[config.mk]
export PLATFORM = sky130hd
export DESIGN_NAME = operand_address_generator
export DESIGN_NICKNAME = d
export VERILOG_FILES = /design/src/pkg/addr_mode_pkg.sv /design/src/design/operand_byte_capture.sv /design/src/design/temp_address_register.sv /design/src/design/operand_address_generator.sv
export SDC_FILE = /design/constraint.sdc
export NUM_CORES = 1
export LEC_CHECK = 0
export BUFFER_PORTS_ARGS = -buffer_cell sky130_fd_sc_hd__buf_2
export CORE_ASPECT_RATIO = 0.9
export CORE_MARGIN = 2
export CORE_UTILIZATION = 60
export CTS_CLUSTER_DIAMETER = 60
export DETAILED_ROUTE_END_ITERATION = 8
export GPL_TIMING_DRIVEN = 0
export MAX_ROUTING_LAYER = met4
export PLACE_DENSITY = 0.83
export REMOVE_ABC_BUFFERS = 1
export SETUP_SLACK_MARGIN = 0.5
export SLEW_MARGIN = 20
export SYNTH_ARGS = -nofsm -noshare
export SYNTH_HDL_FRONTEND = slang
export SYNTH_HIERARCHICAL = 1
export SYNTH_SLANG_ARGS = --single-unit
[constraint.sdc]
create_clock -name clock -period 6.5 [get_ports clock]
set_input_delay 1.95 -clock clock [delete_from_list [all_inputs] [get_ports clock]]
set_output_delay 1.95 -clock clock [all_outputs]
set_load 0.01 [all_outputs]
[src/pkg/addr_mode_pkg.sv]
package addr_mode_pkg;

    // Addressing modes as resolved from the opcode by the caller.
    typedef enum logic [2:0] {
        accumulator_only_mode,
        mode_immediate,
        mode_direct,
        mode_extended,
        mode_indexed,
        mode_implied,
        mode_relative
    } addr_mode_t;

    // Instruction lengths in bytes.
    localparam logic [1:0] LEN_ONE = 2'h1;
    localparam logic [1:0] LEN_TWO = 2'h2;
    localparam logic [1:0] LEN_THREE = 2'h3;

    // Bus cycles spent on address formation beyond the opcode fetch.
    localparam logic [2:0] CYC_DIRECT = 3'h1;
    localparam logic [2:0] CYC_EXTENDED = 3'h2;
    localparam logic [2:0] CYC_INDEXED = 3'h2;

    // Relative base is the address of the byte after the branch.
    localparam logic [15:0] REL_BASE_OFS = 16'h0002;

    // Reset values.
    localparam logic [15:0] ADDR_RESET = 16'h0000;
    localparam logic [7:0] BYTE_RESET = 8'h00;

    // Split-byte address add: low byte plus offset, carry or borrow
    // folded into the high byte afterwards.
    function automatic logic [15:0] byte_add(input logic [15:0] base,
                                             input logic [7:0] ofs,
                                             input logic signed_ofs);
        logic [8:0] low_sum;
        logic [7:0] high_adj;
        low_sum = {1'b0, base[7:0]} + {1'b0, ofs};
        high_adj = base[15:8];
        if (signed_ofs && ofs[7]) begin
            if (!low_sum[8]) begin
                high_adj = base[15:8] - 8'h01;
            end
        end else if (low_sum[8]) begin
            high_adj = base[15:8] + 8'h01;
        end
        return {high_adj, low_sum[7:0]};
    endfunction : byte_add

endpackage : addr_mode_pkg

[src/design/operand_byte_capture.sv]
`timescale 1ns/1ps
module operand_byte_capture
    import addr_mode_pkg::*;
(
    input wire logic clock,
    input wire logic resetn,
    input wire logic load_second,
    input wire logic load_third,
    input wire logic [7:0] data_in,
    output logic [7:0] second_byte,
    output logic [7:0] third_byte
);

    // Instruction bytes are kept for the whole address phase.
    always_ff @(posedge clock or negedge resetn) begin
        if (!resetn) begin
            second_byte <= BYTE_RESET;
        end else if (load_second) begin
            second_byte <= data_in;
        end
    end

    always_ff @(posedge clock or negedge resetn) begin
        if (!resetn) begin
            third_byte <= BYTE_RESET;
        end else if (load_third) begin
            third_byte <= data_in;
        end
    end

endmodule : operand_byte_capture

[src/design/temp_address_register.sv]
`timescale 1ns/1ps
module temp_address_register
    import addr_mode_pkg::*;
(
    input wire logic clock,
    input wire logic resetn,
    input wire logic load,
    input wire logic [15:0] addr_in,
    output logic [15:0] addr_out
);

    // A private copy, so the index register itself is never written.
    always_ff @(posedge clock or negedge resetn) begin
        if (!resetn) begin
            addr_out <= ADDR_RESET;
        end else if (load) begin
            addr_out <= addr_in;
        end
    end

endmodule : temp_address_register

[src/design/operand_address_generator.sv]
`timescale 1ns/1ps
// What this block does
// RQ1: Accumulator mode: opcode picks A or B, one byte.
// RQ2: Immediate operand is byte two, or bytes two-three.
// RQ3: Immediate length two or three; PC advances so.
// RQ4: Immediate operand read in stream, no operand address.
// RQ5: Direct address is byte two, high byte zero.
// RQ6: Direct reaches 0..255, faster than extended.
// RQ7: Extended: byte two high, byte three low, three bytes.
// RQ8: Indexed: offset plus index low, carry to high.
// RQ9: Indexed address in temporary register; index untouched.
// RQ10: Implied: opcode names the register, one byte.
// RQ11: Relative: offset plus PC plus two, carry adjusts.
// RQ12: Branch targets span -126 to +129 of instruction.
// RQ13: Relative offset is signed two's complement.
module operand_address_generator
    import addr_mode_pkg::*;
(
    input wire logic clock,
    input wire logic resetn,
    input wire logic start,
    input addr_mode_t mode,
    input wire logic acc_select_b,
    input wire logic wide_immediate,
    input wire logic [15:0] pc_in,
    input wire logic [15:0] index_in,
    input wire logic [7:0] data_in,
    output logic busy,
    output logic done,
    output logic [15:0] fetch_addr,
    output logic fetch_valid,
    output logic [15:0] operand_addr,
    output logic operand_addr_valid,
    output logic [15:0] immediate_data,
    output logic immediate_valid,
    output logic use_acc_b,
    output logic acc_operand,
    output logic [1:0] instr_length,
    output logic [15:0] next_pc,
    output logic [2:0] addr_cycles
);

    typedef enum logic [2:0] {
        st_idle,
        st_byte2,
        st_byte3,
        st_calc,
        st_finish
    } gen_state_t;

    gen_state_t state_q;
    gen_state_t state_d;
    addr_mode_t mode_q;
    logic acc_b_q;
    logic wide_q;
    logic [15:0] pc_q;
    logic [15:0] index_q;
    logic [15:0] fetch_q;
    logic [1:0] len_q;
    logic [2:0] cycles_q;
    logic [15:0] opaddr_q;
    logic opaddr_valid_q;
    logic [15:0] imm_q;
    logic imm_valid_q;
    logic acc_q;
    logic done_q;
    logic [15:0] next_pc_q;
    logic load_second;
    logic load_third;
    logic [7:0] second_byte;
    logic [7:0] third_byte;
    logic temp_load;
    logic [15:0] temp_addr;
    logic [15:0] temp_in;

    // Bytes two and three are latched on the fetch cycles that read them.
    assign load_second = (state_q == st_byte2);
    assign load_third = (state_q == st_byte3);

    operand_byte_capture u_bytes (
        .clock(clock),
        .resetn(resetn),
        .load_second(load_second),
        .load_third(load_third),
        .data_in(data_in),
        .second_byte(second_byte),
        .third_byte(third_byte)
    );

    // Only the indexed and relative sums go through the temporary
    // register; the index input is only ever read here.
    assign temp_load = (state_q == st_calc);
    always_comb begin
        temp_in = ADDR_RESET;
        if (mode_q == mode_indexed) begin
            temp_in = byte_add(index_q, second_byte, 1'b0); // [RQ8] [RQ9]
        end else if (mode_q == mode_relative) begin
            // Signed offset from PC plus two spans -126..+129. [RQ12]
            temp_in = byte_add(pc_q + REL_BASE_OFS, second_byte,
                               1'b1); // [RQ11] [RQ13]
        end
    end

    temp_address_register u_temp (
        .clock(clock),
        .resetn(resetn),
        .load(temp_load),
        .addr_in(temp_in),
        .addr_out(temp_addr)
    );

    // Sequencer: one state per extra instruction byte, then a calc
    // cycle for the modes that need an add.
    always_comb begin
        state_d = state_q;
        case (state_q)
            st_idle: begin
                if (start) begin
                    if (mode == accumulator_only_mode ||
                        mode == mode_implied) begin
                        state_d = st_finish; // [RQ1] [RQ10]
                    end else begin
                        state_d = st_byte2;
                    end
                end
            end
            st_byte2: begin
                if (mode_q == mode_extended ||
                    (mode_q == mode_immediate && wide_q)) begin
                    state_d = st_byte3;
                end else if (mode_q == mode_indexed ||
                             mode_q == mode_relative) begin
                    state_d = st_calc;
                end else begin
                    state_d = st_finish;
                end
            end
            st_byte3: state_d = st_finish;
            st_calc: state_d = st_finish;
            st_finish: state_d = st_idle;
            default: state_d = st_idle;
        endcase
    end

    always_ff @(posedge clock or negedge resetn) begin
        if (!resetn) begin
            state_q <= st_idle;
        end else begin
            state_q <= state_d;
        end
    end

    // Request context is frozen at start so callers may change inputs.
    always_ff @(posedge clock or negedge resetn) begin
        if (!resetn) begin
            mode_q <= accumulator_only_mode;
            acc_b_q <= 1'b0;
            wide_q <= 1'b0;
            pc_q <= ADDR_RESET;
            index_q <= ADDR_RESET;
        end else if (state_q == st_idle && start) begin
            mode_q <= mode;
            acc_b_q <= acc_select_b;
            wide_q <= wide_immediate;
            pc_q <= pc_in;
            index_q <= index_in;
        end
    end

    // Instruction stream address: PC+1 then PC+2, operand bytes read
    // in line with the instruction itself.
    always_ff @(posedge clock or negedge resetn) begin
        if (!resetn) begin
            fetch_q <= ADDR_RESET;
        end else if (state_q == st_idle && start) begin
            fetch_q <= pc_in + 16'h0001;
        end else if (state_q == st_byte2) begin
            fetch_q <= fetch_q + 16'h0001;
        end
    end

    assign fetch_addr = fetch_q;
    assign fetch_valid = (state_q == st_byte2) || (state_q == st_byte3);

    // Length and address-phase cycle count per mode.
    always_ff @(posedge clock or negedge resetn) begin
        if (!resetn) begin
            len_q <= LEN_ONE;
            cycles_q <= 3'h0;
        end else if (state_q == st_idle && start) begin
            case (mode)
                accumulator_only_mode: begin
                    len_q <= LEN_ONE; // [RQ1]
                    cycles_q <= 3'h0;
                end
                mode_implied: begin
                    len_q <= LEN_ONE; // [RQ10]
                    cycles_q <= 3'h0;
                end
                mode_immediate: begin
                    len_q <= wide_immediate ? LEN_THREE : LEN_TWO; // [RQ3]
                    cycles_q <= 3'h0; // [RQ4]
                end
                mode_direct: begin
                    len_q <= LEN_TWO; // [RQ5]
                    cycles_q <= CYC_DIRECT; // [RQ6]
                end
                mode_extended: begin
                    len_q <= LEN_THREE; // [RQ7]
                    cycles_q <= CYC_EXTENDED; // [RQ6]
                end
                mode_indexed: begin
                    len_q <= LEN_TWO; // [RQ8]
                    cycles_q <= CYC_INDEXED;
                end
                mode_relative: begin
                    len_q <= LEN_TWO; // [RQ11]
                    cycles_q <= 3'h0;
                end
                default: begin
                    len_q <= LEN_ONE;
                    cycles_q <= 3'h0;
                end
            endcase
        end
    end

    // The next-PC length decode is a function of its own; the instr_length
    // register and the sequencer each decode the mode separately.
    function automatic logic [1:0] instr_len(input addr_mode_t m,
                                             input logic wide);
        logic [1:0] len;
        len = LEN_TWO;
        if (m == accumulator_only_mode || m == mode_implied) begin
            len = LEN_ONE; // [RQ1] [RQ10]
        end else if (m == mode_extended ||
                     (m == mode_immediate && wide)) begin
            len = LEN_THREE; // [RQ3] [RQ7]
        end
        return len;
    endfunction : instr_len

    // Next PC is formed at the taking edge from the incoming PC, so the
    // output comes straight from a register rather than from an adder.
    always_ff @(posedge clock or negedge resetn) begin
        if (!resetn) begin
            next_pc_q <= ADDR_RESET + {14'h0000, LEN_ONE};
        end else if (state_q == st_idle && start) begin
            next_pc_q <= pc_in + {14'h0000,
                                  instr_len(mode, wide_immediate)}; // [RQ3]
        end
    end

    // Results are registered on the finish cycle and held until the
    // next start, so a slow consumer still sees them.
    always_ff @(posedge clock or negedge resetn) begin
        if (!resetn) begin
            opaddr_q <= ADDR_RESET;
            opaddr_valid_q <= 1'b0;
            imm_q <= ADDR_RESET;
            imm_valid_q <= 1'b0;
            acc_q <= 1'b0;
        end else if (state_q == st_idle && start) begin
            opaddr_valid_q <= 1'b0;
            imm_valid_q <= 1'b0;
            acc_q <= 1'b0;
        end else if (state_q == st_finish) begin
            case (mode_q)
                accumulator_only_mode: begin
                    acc_q <= 1'b1; // [RQ1]
                end
                mode_immediate: begin
                    imm_q <= wide_q ? {second_byte, third_byte}
                                    : {8'h00, second_byte}; // [RQ2] [RQ4]
                    imm_valid_q <= 1'b1;
                end
                mode_direct: begin
                    opaddr_q <= {8'h00, second_byte}; // [RQ5] [RQ6]
                    opaddr_valid_q <= 1'b1;
                end
                mode_extended: begin
                    opaddr_q <= {second_byte, third_byte}; // [RQ7]
                    opaddr_valid_q <= 1'b1;
                end
                mode_indexed: begin
                    opaddr_q <= temp_addr; // [RQ9]
                    opaddr_valid_q <= 1'b1;
                end
                mode_relative: begin
                    opaddr_q <= temp_addr; // [RQ11]
                    opaddr_valid_q <= 1'b1;
                end
                default: begin
                    opaddr_valid_q <= 1'b0;
                end
            endcase
        end
    end

    always_ff @(posedge clock or negedge resetn) begin
        if (!resetn) begin
            done_q <= 1'b0;
        end else begin
            done_q <= (state_q == st_finish);
        end
    end

    assign busy = (state_q != st_idle);
    assign done = done_q;
    assign operand_addr = opaddr_q;
    assign operand_addr_valid = opaddr_valid_q;
    assign immediate_data = imm_q;
    assign immediate_valid = imm_valid_q;
    assign use_acc_b = acc_b_q;
    assign acc_operand = acc_q;
    assign instr_length = len_q;
    // PC moves past the whole instruction whatever the mode. [RQ3]
    assign next_pc = next_pc_q;
    assign addr_cycles = cycles_q;

endmodule : operand_address_generator

Yosys cells after proc, flatten, opt, wreduce, memory -nomap -nowiden
Cells that the tools add are included.
{"block": "totals", "word_cells": 104, "input_bits": 48, "output_inout_bits": 76, "ff_bits": 145}
{"block": "op_classes", "n_addsub": 9, "eq_ne": 17, "mux": 30, "reduce_logical": 28, "bitwise_logic": 1}
{"op": "$mux W16", "count": 5}
{"op": "$pmux W16 S3", "count": 1}
{"op": "$add A16 B1 Y16 const B", "count": 2}
{"op": "$mux W8", "count": 4}
{"op": "$add A8 B8 Y9", "count": 2}
{"op": "$eq A3 B2 Y1 const B", "count": 6}
{"op": "$eq A3 B3 Y1 const B", "count": 6}
{"op": "$add A16 B2 Y16", "count": 1}
{"op": "$add A16 B2 Y16 const B", "count": 1}
{"op": "$add A8 B1 Y8 const B", "count": 2}
{"op": "$mux W3", "count": 4}
{"op": "$mux W1", "count": 10}
{"op": "$eq A3 B1 Y1 const B", "count": 3}
{"op": "$logic_not A3 Y1", "count": 3}
{"op": "$pmux W3 S3", "count": 1}
{"op": "$reduce_bool A2 Y1", "count": 4}
{"op": "$reduce_or A2 Y1", "count": 4}
{"op": "$sub A8 B1 Y8 const B", "count": 1}
{"op": "$pmux W2 S3", "count": 1}
{"op": "$reduce_and A2 Y1", "count": 3}
{"op": "$reduce_and A3 Y1", "count": 2}
{"op": "$reduce_bool A3 Y1", "count": 2}
{"op": "$logic_or A1 B1 Y1", "count": 5}
{"op": "$mux W2", "count": 2}
{"op": "other kinds (8)", "count": 10}

Longest topological paths before layout
{"block": "depth", "depth_word": 7, "depth_mapped": 14, "mapped_depth_nobuf": 13}

By module
Netlist, hierarchy kept.
{"mod": "operand_address_generator", "instances": 1, "cells_per_inst": 866, "seq_area_each_um2": 2805.2, "area_per_inst_um2": 7131.8}
{"mod": "operand_byte_capture", "instances": 1, "cells_per_inst": 34, "seq_area_each_um2": 400.4, "area_per_inst_um2": 663.1}
{"mod": "temp_address_register", "instances": 1, "cells_per_inst": 34, "seq_area_each_um2": 400.4, "area_per_inst_um2": 649.4}

Least setup slack after synthesis
Ideal clock, no wire load.
{"block": "synth_path", "path_kind": "input to register", "start": "input port start", "end": "register fetch_q[10] (netlist: fetch_addr[10])", "path_slack_ns": 2.309, "arrival_time_ns": 4.113, "t_required_ns": 6.423, "path_stages": 12, "setup_ns": 0.077, "n_path_buf": 3, "path_cell_list": "nor4b_2 > clkbuf_1 > clkbuf_1 > nand2_1 > nand2_1 > ha_1 > clkbuf_1 > o21ai_0 > a21oi_2 > nand2_1 > xor2_1 > a21oi_1"}
{"block": "synth_via", "elab_chain_cells": 2, "word_cells_on_any_way": 3, "cone_classes": "mux (1); reduce/logical (2)"}
{"element": "start: declaration", "line": "operand_address_generator.sv:21", "source": "input wire logic start,"}
{"element": "$logic_and A1 B1 Y1 (*)", "line": "operand_address_generator.sv:175", "source": "end else if (state_q == st_idle && start) begin"}
{"element": "$mux W16 or $reduce_bool A2 Y1 (tied branches)"}
{"element": "end signal: assignment", "line": "operand_address_generator.sv:176", "source": "fetch_q <= pc_in + 16'h0001;"}
{"element": "end signal: assignment", "line": "operand_address_generator.sv:178", "source": "fetch_q <= fetch_q + 16'h0001;"}
{"element": "end: declaration", "line": "operand_address_generator.sv:58", "source": "logic [15:0] fetch_q;"}
Every way passes the cells marked *; elsewhere a longest branch is shown, timed or not.
A chain may end at the register's enable or synchronous reset.

Worst setup path after layout
{"block": "layout_path", "start": "register state_q[2]", "end": "output port fetch_valid"}
{"block": "layout_via", "elab_chain_cells": 2, "word_cells_on_any_way": 3, "cone_classes": "eq/ne (2); reduce/logical (1)"}
{"element": "start: declaration", "line": "operand_address_generator.sv:51", "source": "gen_state_t state_q;"}
{"element": "start signal: assignment", "line": "operand_address_generator.sv:147", "source": "state_q <= st_idle;"}
{"element": "start signal: assignment", "line": "operand_address_generator.sv:149", "source": "state_q <= state_d;"}
{"element": "$eq A3 B1 Y1 or $eq A3 B2 Y1 (tied branches)", "line": "operand_address_generator.sv:183", "source": "assign fetch_valid = (state_q == st_byte2) || (state_q == st_byte3);"}
{"element": "$logic_or A1 B1 Y1 (*)", "line": "operand_address_generator.sv:183"}
{"element": "end: declaration", "line": "operand_address_generator.sv:31", "source": "output logic fetch_valid,"}
Marked as above.

==> impl_results.md <==
- Synth top area share: between 40% and 50%
- Max incr delay on CP: between 800 and 900 ps
- Crit-path cells: nor2_1 > nand2_1 > inv_1 > or2_2 > buf_2
- GP Congestion: 0.9132
- Max-Cap Viols: 0
- Hold Vio Cnt, Final: 0
- Post-CTS Hold Buffers: 0
- Antenna-violating nets left: 0
- Gr usage total: 29.40%
- Layout cells sized above 1: around a fifth
- Vias/cell: 5.764
- Yosys cell types: 68
- CP delay by family, top: buffers and inverters
- Register area share after synthesis: 42.70%
- H-Tree Depth: 4
- Dpl cell area: between 9000 and 10000 um2
- Final Total Pwr: 4.991 mW
- Worst R2R Setup Slack: 2950 ps
- Minimum clock period: around 4600 ps
- Yosys warns: 6
- Leak: 4.537 nW
- First-pass GRT wire length: 33.63 mm
- Die ar.: 15040 um2
- Clk_skew: between 6 and 7 ps
- Crit Path Class: flip-flop to output port
- Synth Cell Area: 8444 um2
- Max IR drop VDD: between 0.2 and 0.3 mV
- GRT Residual Overflow: 0
- Final Hold Slack: between 400 and 500 ps
- NumNets Final: roughly 1100
- PwrDens: 516.0 nW/um2
- Skew-Pair Late Insertion Delay: 430 ps
- Hold path startpoint: next_pc[0]
- Syn Inst Count: 934
- CTS buffer count: 17
- Top cells by area, synth: dfrtp_1, nand2_1, xnor2_1
- Clock Path Buffers: 2
- Number of global-route vias before repair: 6956
- DR vias: about 7000
- Core box area: 13900 um2
- Diodes inserted: 0
- Area leader, netlist: dfrtp_1
- R2R Path Start: pc_q[1]
- Die height: 116.5 um
- Worst-margin pin slew: 1105 ps
- Setup violations, final: 0
- CTS tree: built
- WL/cell: 16.46 um
- Initial antenna violation count: 0
- Drc violations: 0
- Crit path required time: 4550 ps
- Post-CTS Setup Bufs: 0
- Largest net degree at the start of global routing: 99
- Chip Width: 129.1 um
- Final Max Tran Viols: 0
- Post-synth EDFFs: 0
- Post_cts resized: 0
- Final period util: 71.27%
- Status: complete, no violations
- Worst slack, placed: approximately 2000 ps
- Mean post-synth cell area: 9.041 um2
- Drt first pass iters: 5
- Clock Sinks: 144
- Multi-input gate area: about 4500 um2
- Root Driver: clkbuf_16
- Reg clk slew, reported paths: 50 ps
- CP Launch Type: flip-flop
- CP Buf/Inv Count: 2
- Crit path DAT: roughly 2700 ps
- DP HPWL: ~14 mm
- Fill cells: 1144
- Primary FF master, synth: dfrtp_1
- IO Port Bufs: around 120
- Site Rows: 41
- CP endpoint kind: output port
- RSZ-0062 raised after global routing: false
- FF/Latch Area: 3606 um2
- Worst Setup SP: state_q[2]
- DRT Wirelength: 20.15 mm
- Initial DRC Count: 436
- Initial core utilization: 60.74%
- Seq cells post-synth: 144
- Crit Path Max Fanout: 20
- Crit-path slowest cell: inv_1
- HP Class: flip-flop to flip-flop
- Relative slew slack: 26.25%
- FMAX: 0.2159 GHz
- IO Pins: 124
- Asr flop ratio synth: 100.0%
- Post-route cell area: between 9000 and 10000 um2
- Worst setup slack after layout: 1867 ps
- Layout area overhead: 14.54%
[state kept, by name (all words and copies together), names as in the netlist, 8 cells and up]
name / flops
u_temp/addr_out: 16
next_pc: 16
operand_addr: 16
u_bytes/third_byte: 8
index_q: 16
u_bytes/second_byte: 8
fetch_addr: 16
pc_q: 16
immediate_data: 16
[cells by family after synthesis]
family / synth area share [%]
buffers and inverters: 4.401
flip-flops: 42.70
adder cells (fa/ha/maj): 4.356
AO/OA/AOI/OAI: 13.84
AND/OR/NAND/NOR: 19.71
XOR/XNOR: 7.468
multiplexers: 7.483
other: 0.04441
[layout by cell type, fill, tap and decap left out, drive strengths merged, types with 4 or more instances in the layout]
master	count
xor2	26
xnor2	46
nand2b	5
a211oi	11
clkbuf	23
nand2	206
inv	21
a21o	8
nor4	6
a22oi	11
and3	8
nand4	10
a22o	8
nor2	53
nor3	22
ha	23
mux2i	14
buf	129
nor3b	5
dfrtp	142
a2111oi	6
a31oi	5
o21ai	82
a21oi	42
nand3	32
mux2	35
nor2b	4
[report_power, final]
| group | switching, mW | internal, mW | leakage (nW) |
|---|---|---|---|
| sequential | 0.446 | 1.29 | 1.81 |
| clock | 0.367 | 0.547 | 0.261 |
| combinational | 1.33 | 1.02 | 2.46 |
[synthesized netlist by cell type, drive strengths merged, types with 3 or more instances]
cell and number:
buf 17, nand2b 5, nor2b 4, a311oi 3, mux2i 14, o21ai 82, a21o 8, fa 3
ha 23, a2111oi 6, nor3 22, a22oi 11, a31oi 5, nor3b 5, nand2 206, clkbuf 44
inv 21, nand4 10, mux2 35, dfrtp 142, a21oi 42, and3 8, a22o 8, nor4 6
xnor2 46, nand3 32, or3 3, o21bai 3, xor2 26, a211oi 11, and2 3, nor2 53
[final timing paths]
kind                                        to  depth (start not counted)
setup / recovery                   fetch_valid                          5
hold / removal                      next_pc[0]                          2
setup reg to reg           u_temp/addr_out[13]                         13
hold reg to reg                     next_pc[0]                          2
max in group asynchronous           next_pc[0]                          2
min in group asynchronous   immediate_data[14]                          1
[worst register-to-register path: stages (launching register included)]
cell      delay (ps)
dfrtp_1          380
ha_1             230
and2_0           310
nand2_1          110
xnor2_1          210
ha_1             310
a21o_1           190
a21o_1           190
a211o_1          370
a211oi_1         370
a31oi_1          110
xnor2_1          160
a211oi_1         320
mux2_2           210
[cell type report]
cell class	count	share of cell area, %
Clock buffer	23	4.942
Clock inverter	6	0.6210
Inverter	21	0.8150
Multi-Input combinational cell	708	46.52
Sequential cell	144	37.28
Tap cell	193	2.497
Timing Repair Buffer	129	7.322
[layer usage]
metal,vias to the layer above,share of wire [%],GRT usage [%]
met4,0,2.4,11.01
met1,3385,45,37.91
met3,46,4.8,5.085
li1,3395,-,-
met5,-,0,-
met2,229,48,47.02
[per-stage QoR]
stage | cells | utilization [%] | TNS, ps
floorplan | 873 | - | 0
global placement | 1188 | 64.76 | -22800
detailed placement | 1195 | 65.66 | 0
CTS | 1224 | 69.53 | 0
global route | 1224 | 69.57 | 0
finish | 1224 | 69.57 | 0
No activity file was read; power rests on OpenSTA's default activity.
